<file path="src/include/cdpm_pkg.sv">
// constants, register map and types for the class-d pwm mode control block
package cdpm_pkg;

   // register offsets
   localparam logic [7:0] OFS_AMP_CONFIG_ONE   = 8'h02;
   localparam logic [7:0] OFS_AMP_CONFIG_TWO   = 8'h03;
   localparam logic [7:0] OFS_LOOP_PHASE_CTL   = 8'h53;
   localparam logic [7:0] OFS_PIN_FUNCTION     = 8'h60;
   localparam logic [7:0] OFS_PIN_INPUT_SEL    = 8'h64;
   localparam logic [7:0] OFS_POWER_STATE      = 8'h68;
   localparam logic [7:0] OFS_MULTI_PHASE      = 8'h6A;
   localparam logic [7:0] OFS_SPREAD_ENABLE    = 8'h6B;
   localparam logic [7:0] OFS_SPREAD_RATE      = 8'h6C;
   localparam logic [7:0] OFS_THERMAL_STATUS   = 8'h73;
   localparam logic [7:0] OFS_FOLDBACK_STEP    = 8'h74;
   localparam logic [7:0] OFS_FOLDBACK_RATE    = 8'h75;

   // reset values
   localparam logic [7:0] RST_AMP_CONFIG_ONE   = 8'h10;
   localparam logic [7:0] RST_AMP_CONFIG_TWO   = 8'h02;
   localparam logic [7:0] RST_ZERO             = 8'h00;
   localparam logic [7:0] RST_FOLDBACK_STEP    = 8'h04;
   localparam logic [7:0] RST_FOLDBACK_RATE    = 8'h44;

   // field positions
   localparam int FSW_LSB        = 4;
   localparam int PHASE_SEL_LSB  = 2;
   localparam int REL_RATE_LSB   = 4;

   // field codes
   localparam logic [1:0] MOD_DIFF      = 2'h0;
   localparam logic [1:0] MOD_LOW_IDLE  = 2'h1;
   localparam logic [1:0] MOD_HYBRID    = 2'h2;
   localparam logic [1:0] REQ_DEEP      = 2'h0;
   localparam logic [1:0] REQ_SLEEP     = 2'h1;
   localparam logic [1:0] REQ_HIZ       = 2'h2;
   localparam logic [1:0] REQ_PLAY      = 2'h3;
   localparam logic [1:0] SPREAD_ON     = 2'h3;
   localparam logic [1:0] SYNC_ON       = 2'h3;
   localparam logic [7:0] SEL_PHASE_SYNC = 8'h01;

   // clock and switching figures
   localparam int CLK_HZ      = 20_000_000;
   localparam int FSW_384_HZ  = 384_000;
   localparam int FSW_480_HZ  = 480_000;
   localparam int FSW_576_HZ  = 576_000;
   localparam int FSW_768_HZ  = 768_000;
   localparam logic [7:0] PER_384 = 8'(CLK_HZ / FSW_384_HZ);
   localparam logic [7:0] PER_480 = 8'(CLK_HZ / FSW_480_HZ);
   localparam logic [7:0] PER_576 = 8'(CLK_HZ / FSW_576_HZ);
   localparam logic [7:0] PER_768 = 8'(CLK_HZ / FSW_768_HZ);

   // modulation figures: idle level in percent, hybrid duty level, phase steps per period
   localparam logic [7:0] IDLE_PCT     = 8'd17;
   localparam logic [7:0] HYB_LEVEL    = 8'd32;
   localparam logic [7:0] PHASE_STEPS  = 8'd8;

   // reported power states
   localparam logic [7:0] RPT_DEEP  = 8'h00;
   localparam logic [7:0] RPT_SLEEP = 8'h01;
   localparam logic [7:0] RPT_HIZ   = 8'h02;
   localparam logic [7:0] RPT_PLAY  = 8'h03;

   typedef enum logic [2:0] {
      PS_DEEP,
      PS_SLEEP,
      PS_HIZ,
      PS_WAIT_SYNC,
      PS_PLAY
   } cdpm_state_type;

endpackage

</file>
<file path="src/cdpm_top.sv">
// pwm carrier, spread spectrum, phase sync, power states and thermal foldback
// Behaviour
// - spread spectrum runs only as triangle; value 0x03 enables both
// - codes 0-3 give 24k triangle, 4-7 give 48k; ranges 5/10/20/25 percent
// - 384 kHz with code 0011 sweeps 25 percent, 336 to 432 kHz
// - bit 0 of loop control enables 180-degree offset between channels
// - four selectable carrier phases, 45 degrees apart, via phase control
// - audio clock restart after hi-z setup aligns carrier phase automatically
// - with pin sync, play request waits in hi-z, reported in power state
// - sync input rising edge moves waiting device into play, phase kept
// - four temperature warning levels read as status bits 0 to 3
// - warnings lower digital gain gradually, higher levels attenuate more
// - below warning level gain ramps back gradually to former setting
// - foldback amount, attack and release rates are programmable
// - code 00 deep sleep, control port alive; 11 returns to play
// - code 01 sleep, control port and digital core keep running
// - code 10 puts only output drivers in hi-z
// - code 11 is normal play with outputs switching
// - two-bit field of config one selects one of three modulations
// - differential: in phase at zero, duties split about 50 percent
// - low-idle: idles near 17 percent, falling side held at ground
// - hybrid adapts duty with signal level
// - config one bits 6 to 4 select switching frequency
`timescale 1ns/100ps
module cdpm_top
   import cdpm_pkg::*;
(
   // clock and reset (power-down pin)
   input  wire logic       clk_i,
   input  wire logic       rst_n_i,
   // control port register access
   input  wire logic [7:0] reg_addr_i,
   input  wire logic [7:0] reg_wdata_i,
   input  wire logic       reg_wr_i,
   output logic      [7:0] reg_rdata_o,
   // external pins
   input  wire logic       audio_clk_run_i,
   input  wire logic       sync_pin_i,
   input  wire logic [3:0] temp_warn_i,
   // sample duty from the dsp, signed
   input  wire logic [7:0] duty_a_i,
   input  wire logic [7:0] duty_b_i,
   // power stage
   output logic      [1:0] out_p_o,
   output logic      [1:0] out_n_o,
   output logic            drv_en_o,
   output logic      [7:0] gain_atten_o,
   output logic      [7:0] carrier_period_o
);
   import cdpm_pkg::*;

   // register storage
   logic [7:0] amp_config_one_q;
   logic [7:0] amp_config_two_q;
   logic [7:0] loop_and_phase_ctl_q;
   logic [7:0] pin_function_ctl_q;
   logic [7:0] pin_input_select_q;
   logic [7:0] multi_phase_select_q;
   logic [7:0] spread_enable_ctl_q;
   logic [7:0] spread_rate_range_q;
   logic [7:0] foldback_step_q;
   logic [7:0] foldback_rate_q;

   // write decode
   wire wr_one_w   = reg_wr_i && (reg_addr_i == OFS_AMP_CONFIG_ONE);
   wire wr_two_w   = reg_wr_i && (reg_addr_i == OFS_AMP_CONFIG_TWO);
   wire wr_loop_w  = reg_wr_i && (reg_addr_i == OFS_LOOP_PHASE_CTL);
   wire wr_pfn_w   = reg_wr_i && (reg_addr_i == OFS_PIN_FUNCTION);
   wire wr_psel_w  = reg_wr_i && (reg_addr_i == OFS_PIN_INPUT_SEL);
   wire wr_phase_w = reg_wr_i && (reg_addr_i == OFS_MULTI_PHASE);
   wire wr_ss0_w   = reg_wr_i && (reg_addr_i == OFS_SPREAD_ENABLE);
   wire wr_ss1_w   = reg_wr_i && (reg_addr_i == OFS_SPREAD_RATE);
   wire wr_fstep_w = reg_wr_i && (reg_addr_i == OFS_FOLDBACK_STEP);
   wire wr_frate_w = reg_wr_i && (reg_addr_i == OFS_FOLDBACK_RATE);

   // control registers stay writable in every power state
   always_ff @(posedge clk_i or negedge rst_n_i) begin
      if (!rst_n_i) begin
         amp_config_one_q     <= RST_AMP_CONFIG_ONE;
         amp_config_two_q     <= RST_AMP_CONFIG_TWO;
         loop_and_phase_ctl_q <= RST_ZERO;
         pin_function_ctl_q   <= RST_ZERO;
         pin_input_select_q   <= RST_ZERO;
         multi_phase_select_q <= RST_ZERO;
         spread_enable_ctl_q  <= RST_ZERO;
         spread_rate_range_q  <= RST_ZERO;
         foldback_step_q      <= RST_FOLDBACK_STEP;
         foldback_rate_q      <= RST_FOLDBACK_RATE;
      end else begin
         if (wr_one_w)   amp_config_one_q     <= reg_wdata_i;
         if (wr_two_w)   amp_config_two_q     <= reg_wdata_i;
         if (wr_loop_w)  loop_and_phase_ctl_q <= reg_wdata_i;
         if (wr_pfn_w)   pin_function_ctl_q   <= reg_wdata_i;
         if (wr_psel_w)  pin_input_select_q   <= reg_wdata_i;
         if (wr_phase_w) multi_phase_select_q <= reg_wdata_i;
         if (wr_ss0_w)   spread_enable_ctl_q  <= reg_wdata_i;
         if (wr_ss1_w)   spread_rate_range_q  <= reg_wdata_i;
         if (wr_fstep_w) foldback_step_q      <= reg_wdata_i;
         if (wr_frate_w) foldback_rate_q      <= reg_wdata_i;
      end
   end

   // pin synchronisers, first stage read only by the second
   logic [5:0] pin_s1_q;
   logic [5:0] pin_s2_q;
   logic       sync_prev_q;
   logic       clk_run_prev_q;
   always_ff @(posedge clk_i or negedge rst_n_i) begin
      if (!rst_n_i) begin
         pin_s1_q       <= '0;
         pin_s2_q       <= '0;
         sync_prev_q    <= 1'b0;
         clk_run_prev_q <= 1'b0;
      end else begin
         pin_s1_q       <= {audio_clk_run_i, sync_pin_i, temp_warn_i};
         pin_s2_q       <= pin_s1_q;
         sync_prev_q    <= pin_s2_q[4];
         clk_run_prev_q <= pin_s2_q[5];
      end
   end
   wire [3:0] warn_w     = pin_s2_q[3:0];
   wire       sync_rise_w = pin_s2_q[4] && !sync_prev_q;
   wire       clk_rise_w  = pin_s2_q[5] && !clk_run_prev_q;

   // sync configuration decode
   wire       sync_en_w  = (multi_phase_select_q[1:0] == SYNC_ON);
   wire [1:0] phase_sel_w = multi_phase_select_q[PHASE_SEL_LSB +: 2];
   wire       pin_sync_w = sync_en_w && pin_function_ctl_q[0]
                           && (pin_input_select_q == SEL_PHASE_SYNC);

   // power state machine
   cdpm_state_type state_q;
   cdpm_state_type state_d;
   wire [1:0] req_w = amp_config_two_q[1:0];
   always_comb begin
      state_d = state_q;
      case (req_w)
         REQ_DEEP:  state_d = PS_DEEP;
         REQ_SLEEP: state_d = PS_SLEEP;
         REQ_HIZ:   state_d = PS_HIZ;
         REQ_PLAY: begin
            // a pin-synced play request parks in hi-z until the edge
            if (state_q == PS_WAIT_SYNC)
               state_d = sync_rise_w ? PS_PLAY : PS_WAIT_SYNC;
            else if (state_q != PS_PLAY && pin_sync_w)
               state_d = PS_WAIT_SYNC;
            else
               state_d = PS_PLAY;
         end
         default:   state_d = PS_HIZ;
      endcase
   end
   always_ff @(posedge clk_i or negedge rst_n_i) begin
      if (!rst_n_i) state_q <= PS_HIZ;
      else          state_q <= state_d;
   end

   // carrier resync: audio clock restart in hi-z, or the sync pin edge
   wire resync_w = (sync_en_w && clk_rise_w && state_q == PS_HIZ)
                   || (state_q == PS_WAIT_SYNC && state_d == PS_PLAY);

   // switching period from config one
   logic [7:0] base_per_w;
   always_comb begin
      case (amp_config_one_q[FSW_LSB +: 3])
         3'h0:    base_per_w = PER_768;
         3'h1:    base_per_w = PER_384;
         3'h2:    base_per_w = PER_480;
         3'h3:    base_per_w = PER_576;
         default: base_per_w = PER_384;
      endcase
   end

   // spread range and triangle rate
   logic [7:0] range_pct_w;
   always_comb begin
      case (spread_rate_range_q[1:0])
         2'h0:    range_pct_w = 8'd5;
         2'h1:    range_pct_w = 8'd10;
         2'h2:    range_pct_w = 8'd20;
         default: range_pct_w = 8'd25;
      endcase
   end
   wire        tri_fast_w = spread_rate_range_q[2];
   wire        spread_on_w = (spread_enable_ctl_q[1:0] == SPREAD_ON);
   // half the range either side of centre: 25 percent of 384 k is 336..432 k
   wire [15:0] span_prod_w = 16'(base_per_w) * 16'(range_pct_w);
   wire [7:0]  span_w      = 8'(span_prod_w / 16'd200);
   // 48 k triangle takes half as many carrier periods, so double the step
   wire [7:0]  step_raw_w  = tri_fast_w ? (span_w >> 1) : (span_w >> 2);
   wire [7:0]  step_w      = (step_raw_w == 8'h00) ? 8'h01 : step_raw_w;

   // triangle offset, signed, stepped once per carrier period
   logic signed [8:0] tri_q;
   logic              tri_up_q;
   logic       [7:0]  cnt_q;
   logic       [7:0]  per_q;
   wire carrier_end_w = (cnt_q >= per_q - 8'h01);
   wire signed [8:0] span_s_w = $signed({1'b0, span_w});
   wire signed [8:0] step_s_w = $signed({1'b0, step_w});
   always_ff @(posedge clk_i or negedge rst_n_i) begin
      if (!rst_n_i) begin
         tri_q    <= '0;
         tri_up_q <= 1'b1;
      end else if (!spread_on_w) begin
         tri_q    <= '0;
         tri_up_q <= 1'b1;
      end else if (carrier_end_w) begin
         // triangle only: ramp up then down between the span limits
         if (tri_up_q) begin
            if (tri_q + step_s_w >= span_s_w) begin
               tri_q    <= span_s_w;
               tri_up_q <= 1'b0;
            end else begin
               tri_q    <= tri_q + step_s_w;
            end
         end else begin
            if (tri_q - step_s_w <= -span_s_w) begin
               tri_q    <= -span_s_w;
               tri_up_q <= 1'b1;
            end else begin
               tri_q    <= tri_q - step_s_w;
            end
         end
      end
   end

   // phase delay: one eighth of the period per phase step
   wire [15:0] dly_prod_w = 16'(base_per_w) * 16'(phase_sel_w);
   wire [7:0]  dly_w      = 8'(dly_prod_w / 16'(PHASE_STEPS));
   wire [7:0]  load_cnt_w = (dly_w == 8'h00) ? 8'h00 : base_per_w - dly_w;
   wire signed [9:0] next_per_s_w = $signed({2'b00, base_per_w}) + 10'(tri_q);
   wire [7:0]  next_per_w = 8'(next_per_s_w);

   // carrier counter, stopped in deep sleep
   always_ff @(posedge clk_i or negedge rst_n_i) begin
      if (!rst_n_i) begin
         cnt_q <= '0;
         per_q <= PER_384;
      end else if (state_q == PS_DEEP) begin
         cnt_q <= '0;
         per_q <= base_per_w;
      end else if (resync_w) begin
         // every device restarts together, later phases start later
         cnt_q <= load_cnt_w;
         per_q <= base_per_w;
      end else if (carrier_end_w) begin
         cnt_q <= '0;
         per_q <= next_per_w;
      end else begin
         cnt_q <= cnt_q + 8'h01;
      end
   end

   // channel b sits half a period later when the offset is on
   wire [7:0] half_w  = per_q >> 1;
   wire [8:0] cnt_b_sum_w = {1'b0, cnt_q} + {1'b0, half_w};
   wire [7:0] cnt_b_w = loop_and_phase_ctl_q[0]
                        ? ((cnt_b_sum_w >= {1'b0, per_q}) ? 8'(cnt_b_sum_w - {1'b0, per_q})
                                                           : cnt_b_sum_w[7:0])
                        : cnt_q;
   wire [15:0] idle_prod_w = 16'(per_q) * 16'(IDLE_PCT);
   wire [7:0]  idle_th_w   = 8'(idle_prod_w / 16'd100);
   wire [1:0]  mod_sel_w   = amp_config_one_q[1:0];

   // per-channel threshold compare
   logic [1:0] p_lvl_w;
   logic [1:0] n_lvl_w;
   for (genvar ch = 0; ch < 2; ch++) begin : g_ch
      wire [7:0]  duty_w  = (ch == 0) ? duty_a_i : duty_b_i;
      wire [7:0]  cnt_w   = (ch == 0) ? cnt_q : cnt_b_w;
      wire        neg_w   = duty_w[7];
      wire [7:0]  mag_w   = neg_w ? 8'(-duty_w) : duty_w;
      wire [15:0] sc_p_w  = 16'(mag_w) * 16'(half_w);
      wire [7:0]  sc_w    = 8'(sc_p_w >> 7);
      // differential: both at half when idle, split about the middle
      wire [7:0]  bd_hi_w = half_w + sc_w;
      wire [7:0]  bd_lo_w = (sc_w > half_w) ? 8'h00 : half_w - sc_w;
      wire [7:0]  bd_p_w  = neg_w ? bd_lo_w : bd_hi_w;
      wire [7:0]  bd_n_w  = neg_w ? bd_hi_w : bd_lo_w;
      // low idle: the falling side rails low, only the rising one switches
      wire [7:0]  li_w    = idle_th_w + sc_w;
      wire        quiet_w = (mag_w == 8'h00);
      wire [7:0]  li_p_w  = quiet_w ? idle_th_w : (neg_w ? 8'h00 : li_w);
      wire [7:0]  li_n_w  = quiet_w ? idle_th_w : (neg_w ? li_w : 8'h00);
      // hybrid: low idle for small signals, differential once loud
      wire        use_bd_w = (mod_sel_w == MOD_DIFF)
                             || (mod_sel_w == MOD_HYBRID && mag_w >= HYB_LEVEL);
      wire [7:0]  th_p_w  = use_bd_w ? bd_p_w : li_p_w;
      wire [7:0]  th_n_w  = use_bd_w ? bd_n_w : li_n_w;
      assign p_lvl_w[ch] = (cnt_w < th_p_w);
      assign n_lvl_w[ch] = (cnt_w < th_n_w);
   end

   // output stage: only play switches, every other state holds drivers off
   wire play_w = (state_q == PS_PLAY);
   always_ff @(posedge clk_i or negedge rst_n_i) begin
      if (!rst_n_i) begin
         out_p_o  <= '0;
         out_n_o  <= '0;
         drv_en_o <= 1'b0;
      end else begin
         out_p_o  <= play_w ? p_lvl_w : 2'b00;
         out_n_o  <= play_w ? n_lvl_w : 2'b00;
         drv_en_o <= play_w;
      end
   end

   // thermal foldback target: highest active warning times the step
   logic [2:0] warn_lvl_w;
   always_comb begin
      if (warn_w[3])      warn_lvl_w = 3'd4;
      else if (warn_w[2]) warn_lvl_w = 3'd3;
      else if (warn_w[1]) warn_lvl_w = 3'd2;
      else if (warn_w[0]) warn_lvl_w = 3'd1;
      else                warn_lvl_w = 3'd0;
   end
   wire [10:0] tgt_prod_w = 11'(foldback_step_q) * 11'(warn_lvl_w);
   wire [7:0]  target_w   = (tgt_prod_w > 11'h0FF) ? 8'hFF : tgt_prod_w[7:0];

   // rate tick: one step per 2^rate cycles, attack and release apart
   logic [15:0] rate_cnt_q;
   wire         attack_w  = (target_w > gain_atten_o);
   wire [3:0]   rate_w    = attack_w ? foldback_rate_q[3:0]
                                     : foldback_rate_q[REL_RATE_LSB +: 4];
   wire [15:0]  rate_mask_w = 16'((17'h1 << rate_w) - 17'h1);
   wire         tick_w    = ((rate_cnt_q & rate_mask_w) == rate_mask_w);
   always_ff @(posedge clk_i or negedge rst_n_i) begin
      if (!rst_n_i) begin
         rate_cnt_q   <= '0;
         gain_atten_o <= '0;
      end else begin
         rate_cnt_q <= rate_cnt_q + 16'h0001;
         if (tick_w) begin
            // gradual, one step at a time, so no audible jumps
            if (attack_w)
               gain_atten_o <= gain_atten_o + 8'h01;
            else if (target_w < gain_atten_o)
               gain_atten_o <= gain_atten_o - 8'h01;
         end
      end
   end

   // power state report
   logic [7:0] rpt_w;
   always_comb begin
      case (state_q)
         PS_DEEP:      rpt_w = RPT_DEEP;
         PS_SLEEP:     rpt_w = RPT_SLEEP;
         PS_HIZ:       rpt_w = RPT_HIZ;
         PS_WAIT_SYNC: rpt_w = RPT_HIZ;
         PS_PLAY:      rpt_w = RPT_PLAY;
         default:      rpt_w = RPT_HIZ;
      endcase
   end

   // read mux, unmapped offsets read zero
   logic [7:0] rd_w;
   always_comb begin
      case (reg_addr_i)
         OFS_AMP_CONFIG_ONE: rd_w = amp_config_one_q;
         OFS_AMP_CONFIG_TWO: rd_w = amp_config_two_q;
         OFS_LOOP_PHASE_CTL: rd_w = loop_and_phase_ctl_q;
         OFS_PIN_FUNCTION:   rd_w = pin_function_ctl_q;
         OFS_PIN_INPUT_SEL:  rd_w = pin_input_select_q;
         OFS_POWER_STATE:    rd_w = rpt_w;
         OFS_MULTI_PHASE:    rd_w = multi_phase_select_q;
         OFS_SPREAD_ENABLE:  rd_w = spread_enable_ctl_q;
         OFS_SPREAD_RATE:    rd_w = spread_rate_range_q;
         OFS_THERMAL_STATUS: rd_w = {4'h0, warn_w};
         OFS_FOLDBACK_STEP:  rd_w = foldback_step_q;
         OFS_FOLDBACK_RATE:  rd_w = foldback_rate_q;
         default:            rd_w = 8'h00;
      endcase
   end

   always_ff @(posedge clk_i or negedge rst_n_i) begin
      if (!rst_n_i) begin
         reg_rdata_o      <= '0;
         carrier_period_o <= PER_384;
      end else begin
         reg_rdata_o      <= rd_w;
         carrier_period_o <= per_q;
      end
   end

endmodule

</file>
<file path="config.mk">
export PLATFORM = sky130hd
export DESIGN_NAME = cdpm_top
export DESIGN_NICKNAME = d
export VERILOG_FILES = /design/src/include/cdpm_pkg.sv /design/src/cdpm_top.sv
export SDC_FILE = /design/constraint.sdc
export NUM_CORES = 1
export LEC_CHECK = 0
export BUFFER_PORTS_ARGS = -buffer_cell sky130_fd_sc_hd__buf_2
export CORE_MARGIN = 4
export CORE_UTILIZATION = 55
export DETAILED_ROUTE_END_ITERATION = 8
export PLACE_DENSITY = 0.7
export SETUP_SLACK_MARGIN = 0.05
export SYNTH_ARGS = -nofsm -noshare
export SYNTH_HDL_FRONTEND = slang
export SYNTH_SLANG_ARGS = --single-unit
</file>
<file path="constraint.sdc">
create_clock -name clk_i -period 13.3 [get_ports clk_i]
set_input_delay 1.33 -clock clk_i [delete_from_list [all_inputs] [get_ports clk_i]]
set_output_delay 1.33 -clock clk_i [all_outputs]
set_load 0.02 [all_outputs]
</file>
==> results of run 1 <==
[cells in the final DEF (no fill, tap or decap), drive strengths merged, types with 14 or more instances in the layout]
cell type | synthesis | routed
a211oi | 27 | 27
a21o | 61 | 61
a21oi | 165 | 165
a221oi | 15 | 15
and2 | 66 | 66
buf | 19 | 85
clkbuf | 65 | 18
dfrtp | 154 | 154
fa | 89 | 89
ha | 261 | 261
inv | 207 | 217
mux2 | 94 | 94
mux2i | 31 | 31
nand2 | 211 | 211
nand2b | 23 | 23
nand3 | 41 | 41
nand4 | 21 | 21
nor2 | 183 | 183
nor2b | 27 | 27
nor3 | 37 | 37
nor4 | 14 | 14
o21ai | 114 | 114
o21bai | 31 | 31
o22ai | 18 | 18
xnor2 | 101 | 101
xor2 | 50 | 50
[cells in the mapped netlist, drive strengths merged (6+ instances only)]
cell / count / area [µm²]
nor2b: 27 / 169
nand3: 41 / 205
a221o: 7 / 71.3
o21ai: 114 / 582
a21boi: 8 / 60.1
o311ai: 6 / 70.1
a311oi: 9 / 85.1
dfrtp: 154 / 3850
a31oi: 12 / 87.6
nand2b: 23 / 144
nor2: 183 / 694
o31ai: 10 / 75.1
and3: 13 / 81.3
dfstp: 13 / 342
clkbuf: 65 / 245
xnor2: 101 / 892
fa: 89 / 1780
mux2: 94 / 1060
nor3: 37 / 185
and2: 66 / 419
or2: 13 / 81.3
or3: 12 / 75.1
buf: 19 / 91.3
a21oi: 165 / 837
inv: 207 / 777
a22oi: 13 / 103
a221oi: 15 / 131
nand2: 211 / 792
a2111oi: 6 / 58.8
o211ai: 13 / 108
xor2: 50 / 445
a211oi: 27 / 208
o21bai: 31 / 233
nor4: 14 / 87.6
o22ai: 18 / 113
ha: 261 / 3270
nand4: 21 / 131
a21o: 61 / 458
mux2i: 31 / 310
o21a: 13 / 97.6
[power by group]
group	switching, µW	leakage, µW	internal [µW]
clock	248	0.000291	256
sequential	36.1	0.00218	542
combinational	1370	0.00817	924
total	1650	0.0106	1720
[worst min path at each step]
| stage | endpoint | slack [ns] | cells after the start |
|---|---|---|---|
| floorplan | pin_s2_q[0] | 0.33 | 0 |
| global placement | pin_s2_q[3] | 0.34 | 0 |
| detailed placement | pin_s2_q[4] | 0.34 | 0 |
| CTS | pin_s2_q[4] | 0.35 | 0 |
| global route | pin_s2_q[4] | 0.35 | 0 |
| finish | pin_s2_q[4] | 0.35 | 0 |
[through the flow]
step	setup WS (ns)	hold slack, ns
2_1_floorplan	3.90	0.331
3_3_place_gp	2.20	0.339
3_5_place_dp	1.90	0.336
4_1_cts	1.83	0.351
5_1_grt	0.673	0.354
6_report	1.67	0.350
[per-layer routing]
| layer | vias to the layer above | share of wire |
|---|---|---|
| met1 | 8617 | 0.44 |
| met5 | - | 0 |
| met4 | 0 | 0.026 |
| met3 | 108 | 0.052 |
| met2 | 511 | 0.48 |
| li1 | 8332 | - |
[critical path, delay by kind of cell, from the launching register on]
kind            cells  cell delay [ns]
simple gates       10             1.89
fa+ha+maj           7             2.85
xor+xnor            2             1.47
buf+inv             6             0.72
flops               1             0.44
compound gates     20             4.15
[layout make-up]
class                   instances  area [µm²]  area share
multi-input cells            1895       15000       0.693
repair buffers                 85         472      0.0218
well taps                     468         586      0.0271
clock buffers                  18         439      0.0203
flip-flops and latches        167        4200       0.194
inverters                     208         786      0.0364
clock inverters                14         146     0.00678
[cells by family (layout without fill, tap and decap cells)]
kind of cell | after synthesis | after routing
xor+xnor | 151 | 151
compound gates | 585 | 585
buf+inv | 292 | 325
fa+ha+maj | 354 | 354
flops | 167 | 167
simple gates | 680 | 680
mux | 125 | 125
==> flow_metrics.py, run 1 <==
metrics = {
    "synth": {
        "main_combinational_cell_family_by_area_after_synthesis": "adder cells",
        "post_synth_xor_area_fraction": 0.0660,
        "area_share_of_fa_ha_maj_cells_after_synthesis": 0.251,
        "yosys.area_share.simple": 0.159,
        "post_synthesis_cell_count": 2354,
        "synth-edff-count": 0,
        "synth-compound-area-share": 0.194,
        "synth.avg_cell_area_um2": 8.62,
        "synth.net_count": 2745,
        "synth_async_sr_flop_share": 1.00,
        "ys_ff_latch": 167,
        "yosysWarnings": 0,
        "synth_seq_area_share": 0.207,
        "multiplexer_fraction_of_the_synthesized_cell_area": 0.0675,
        "post_synth_num_cell_types": 95,
        "dominantRegCellSynth": "dfrtp_1",
        "mappedNetlistArea_mm2": 0.0203,
    },
    "final_layout": {
        "syn_to_final_growth_pct": 6.50,
        "fin_area_mm2": 0.0216,
        "largest_register_ffs": 15,
        "final.fill_count": 3244,
        "top_regs": "rate_cnt_q: 15 flops, tri_q: 9 flops",
        "post-route-util": 0.591,
        "instances_no_fill": 2855,
        "registers.top_by_ff_count": "rate_cnt_q",
        "fin_nets": 2765,
        "antenna_cell_count": 0,
        "post_route_cells_drive_above_1_share": 0.116,
    },
    "place": {
        "place_area_mm2": 0.0210,
        "place_congestion": 0.924,
        "dp.cells": 2823,
        "port_buffers": 69,
        "detailedPlacementHpwl_um": 41600,
    },
    "route": {
        "dr.pass1.iters": 6,
        "drt_drc_violations_left": 0,
        "first_iter_violations": 1064,
        "detailroute.via_count": 17600,
        "postRouteWirelength_um": 54000,
        "antenna_left": 0,
        "wl_per_instance_um": 18.9,
        "drt-vias-per-instance": 6.15,
    },
    "global_routing": {
        "first_global_vias": 17500,
        "gr-usage-all-layers": 0.269,
        "largest_net_degree_at_the_start_of_global_routing": 70,
        "top_usage_layer": "met2",
        "met2_layer_usage_reported_by_global_route": 0.462,
        "globalRoute.totalOverflow": 0,
        "grtUsageMet3": 0.0327,
        "grt_pass1_wl_um": 87600,
        "grt_antenna_before_repair": 0,
        "grt.met1_usage": 0.360,
    },
    "worst_setup_path": {
        "critical_path.startpoint": "amp_config_one_q[6]",
        "critical_path.endpoint_type": "flop",
        "worstReg2RegStart": "amp_config_one_q[6]",
        "setup.reg_to_reg.worst_slack_ns": 1.67,
        "worst_r2r_endpoint": "tri_q[7]",
        "start_kind": "flop",
        "critPathRequiredTime_ns": 13.66,
        "critical_path.max_fanout": 16,
        "worst_path_max_stage_delay_ns": 0.83,
        "worstRegToRegCells": 45,
        "crit_arrival_ns": 11.99,
        "critical_path.slowest_cell": "xor2_1",
        "crit_path_end": "tri_q[7]",
        "critical_path_class": "reg -> reg",
    },
    "power": {
        "power.leakage_uw": 0.0106,
        "peakVddDrop_mv": 0.150,
        "design_power_total_uw": 3380,
        "power_density_mw_per_mm2": 156,
    },
    "sta": {
        "slew-limit-headroom": 0.167,
        "min_period_ns": 11.63,
        "hold_violations": 0,
        "actual_slew_at_the_worst_max_slew_pin_ns": 1.24,
        "fmax_mhz": 86.0,
        "layout_worst_path_cycle_share": 0.874,
        "report.final.setup_viol": 0,
        "final_max_slew_viol_count": 0,
        "grt_setup_unrepaired": "false",
        "total_negative_setup_slack_ns": 0,
        "fin_worst_skew_ns": 0.0269,
    },
    "clocking": {
        "cts.clk_slew.worst_paths_ns": 0.08,
        "ctsResizeCount": 0,
        "post_cts_buffers": 0,
        "cts-root-buf": "clkbuf_16",
        "tritoncts": "done",
        "cts.path.max_buffers": 2,
        "ctsHoldBuffers": 0,
        "clock_latency_ns": 0.47,
        "htree_levels": 4,
        "cts_inserted_buffers": 17,
        "cts.sink_count": 167,
    },
    "floorplanning": {
        "coreArea_mm2": 0.0365,
        "die_height_um": 200,
        "starting_utilization_of_the_core_area": 0.555,
        "io_pins": 70,
        "std_cell_rows": 70,
        "die_x_um": 200,
        "floorplan.die_area_mm2": 0.0400,
    },
    "run_status": {
        "run_status": "completed",
    },
    "worst_hold_path": {
        "timing.hold.worst.class": "reg -> reg",
        "timing.hold.worst.start": "pin_s1_q[4]",
    },
    "flow_run": {
        "timing.max_cap.violations": 0,
    },
}
Note: power is estimated with default switching activity, not from simulation.
==> inputs of run 2 (changes only) <==
--- a/config.mk
+++ b/config.mk
@@ -9,6 +9,7 @@
 export CORE_MARGIN = 4
 export CORE_UTILIZATION = 55
 export DETAILED_ROUTE_END_ITERATION = 8
+export MAX_ROUTING_LAYER = met4
 export PLACE_DENSITY = 0.7
 export SETUP_SLACK_MARGIN = 0.05
 export SYNTH_ARGS = -nofsm -noshare
==> run 2 against run 1 <==
Against the previous run:
- utilization hardly changed
- combinational power about the same
- routed wire length down 0.70%
- first-iteration DRC count increased by 8.3%
- critical path depth is 1 higher
- die area stayed put
- count of clock-buffer cells in the layout decreased by 1
- critical path type unchanged
==> flow_metrics.py, run 2 (same netlist as run 1, synthesis figures left out) <==
metrics = {
    "run_status": {
        "run_status": "completed",
    },
    "clocking": {
        "tritoncts": "done",
        "post_cts_buffers": 0,
        "ctsHoldBuffers": 0,
        "ctsResizeCount": 0,
        "clock_latency_ns": 0.45,
        "cts_inserted_buffers": 17,
        "cts.sink_count": 167,
        "htree_levels": 4,
        "cts.path.max_buffers": 2,
        "cts.clk_slew.worst_paths_ns": 0.07,
        "cts-root-buf": "clkbuf_16",
    },
    "worst_setup_path": {
        "crit_arrival_ns": 11.78,
        "critical_path.endpoint_type": "flop",
        "critical_path_class": "reg -> reg",
        "start_kind": "flop",
        "critical_path.startpoint": "amp_config_one_q[6]",
        "critical_path.slowest_cell": "xor2_1",
        "critical_path.max_fanout": 16,
        "worst_path_max_stage_delay_ns": 0.91,
        "worstReg2RegStart": "amp_config_one_q[6]",
        "critPathRequiredTime_ns": 13.67,
        "worstRegToRegCells": 46,
    },
    "sta": {
        "fmax_mhz": 87.6,
        "fin_worst_skew_ns": 0.0203,
        "final_max_slew_viol_count": 0,
        "hold_violations": 0,
        "report.final.setup_viol": 0,
        "total_negative_setup_slack_ns": 0,
        "actual_slew_at_the_worst_max_slew_pin_ns": 1.15,
        "layout_worst_path_cycle_share": 0.858,
        "min_period_ns": 11.41,
        "slew-limit-headroom": 0.230,
        "grt_setup_unrepaired": "false",
    },
    "floorplanning": {
        "die_x_um": 200,
        "io_pins": 70,
        "starting_utilization_of_the_core_area": 0.555,
        "floorplan.die_area_mm2": 0.0400,
        "coreArea_mm2": 0.0365,
        "die_height_um": 200,
        "std_cell_rows": 70,
    },
    "global_routing": {
        "globalRoute.totalOverflow": 0,
        "grt_pass1_wl_um": 87600,
        "largest_net_degree_at_the_start_of_global_routing": 102,
        "gr-usage-all-layers": 0.276,
        "grt_antenna_before_repair": 0,
        "first_global_vias": 17400,
    },
    "final_layout": {
        "fin_area_mm2": 0.0216,
        "instances_no_fill": 2855,
        "syn_to_final_growth_pct": 6.44,
        "final.fill_count": 3251,
        "post_route_cells_drive_above_1_share": 0.116,
        "fin_nets": 2765,
        "layout.cells.most_common": "ha_1",
        "antenna_cell_count": 0,
        "registers.top_by_ff_count": "rate_cnt_q",
        "most-common-layout-cells": "261 x ha_1, 211 x nand2_1, 204 x inv_1",
        "top_regs": "rate_cnt_q: 15 flops, tri_q: 9 flops",
        "largest_register_ffs": 15,
    },
    "place": {
        "detailedPlacementHpwl_um": 40800,
        "dp.cells": 2823,
        "place_area_mm2": 0.0210,
        "place_congestion": 0.915,
        "port_buffers": 69,
    },
    "route": {
        "detailroute.via_count": 17400,
        "first_iter_violations": 1152,
        "antenna_left": 0,
        "postRouteWirelength_um": 53600,
        "drt-vias-per-instance": 6.09,
        "drt_drc_violations_left": 0,
        "dr.pass1.iters": 5,
        "wl_per_instance_um": 18.8,
    },
    "power": {
        "power_density_mw_per_mm2": 156,
        "power.leakage_uw": 0.0106,
        "peakVddDrop_mv": 0.135,
    },
    "worst_hold_path": {
        "timing.hold.worst.class": "reg -> reg",
        "timing.hold.worst.start": "pin_s1_q[4]",
        "timing.hold.worst_path_depth": 0,
    },
    "flow_run": {
        "timing.max_cap.violations": 0,
    },
}
## run 2: changes by cell type in the layout (fill, tap and decap cells not counted), sizes merged
| cell | change |
|---|---|
| clkinv | +1 |
| clkbuf | -1 |
## run 2: layer usage
metal  vias up  wire, µm  global-route usage
met1      8463     24000               0.360
met2       481     25800               0.457
met5         -         0                   -
met4         0      1450              0.0845
met3        98      2430              0.0257
li1       8343         -                   -
## run 2: critical path, delay by kind of cell, from the launching register on
kind	cells	cell delay [ns]
AOI/OAI and AO/OA	22	4.47
xor gates and xnor gates	1	0.91
adders and majority gates	7	2.85
buffers and inverters	7	0.78
DFF	1	0.43
and+or+nand+nor	9	1.84
## run 2: layout make-up
class	count	area [µm²]	share of cell area
clock buffer	17	425	0.0197
inverter	208	786	0.0364
clock inverter	15	149	0.00690
sequential	167	4200	0.194
tap	468	586	0.0271
multi-input combinational	1895	15000	0.694
timing repair buffer	85	472	0.0219
## run 2: worst paths after layout
path                                        to  slack [ns]
min reg2reg                        pin_s2_q[4]        0.36
max reg2reg                           tri_q[5]        1.89
max in group asynchronous  carrier_period_o[3]       10.82
max                                   tri_q[5]        1.89
min                                pin_s2_q[4]        0.36
min in group asynchronous           out_n_o[1]        0.97
## run 2: power by group
group	switching [µW]	total [µW]	leakage, µW	internal [µW]
Combinational	1360	2290	0.00818	922
Clock	254	504	0.000287	251
Sequential	35.6	578	0.00218	542
Total	1650	3370	0.0106	1720
## run 2: metrics by stage
step                      setup slack, ns   util  hold WS, ns  total power, µW
after global placement               2.43  0.575        0.338             2760
after CTS                            2.04  0.591        0.367             3350
after detailed placement             2.07  0.575        0.339             2830
after global routing                0.960  0.591        0.373             3690
after floorplan                      3.90      -        0.331             2330
final                                1.89  0.591        0.360             3370
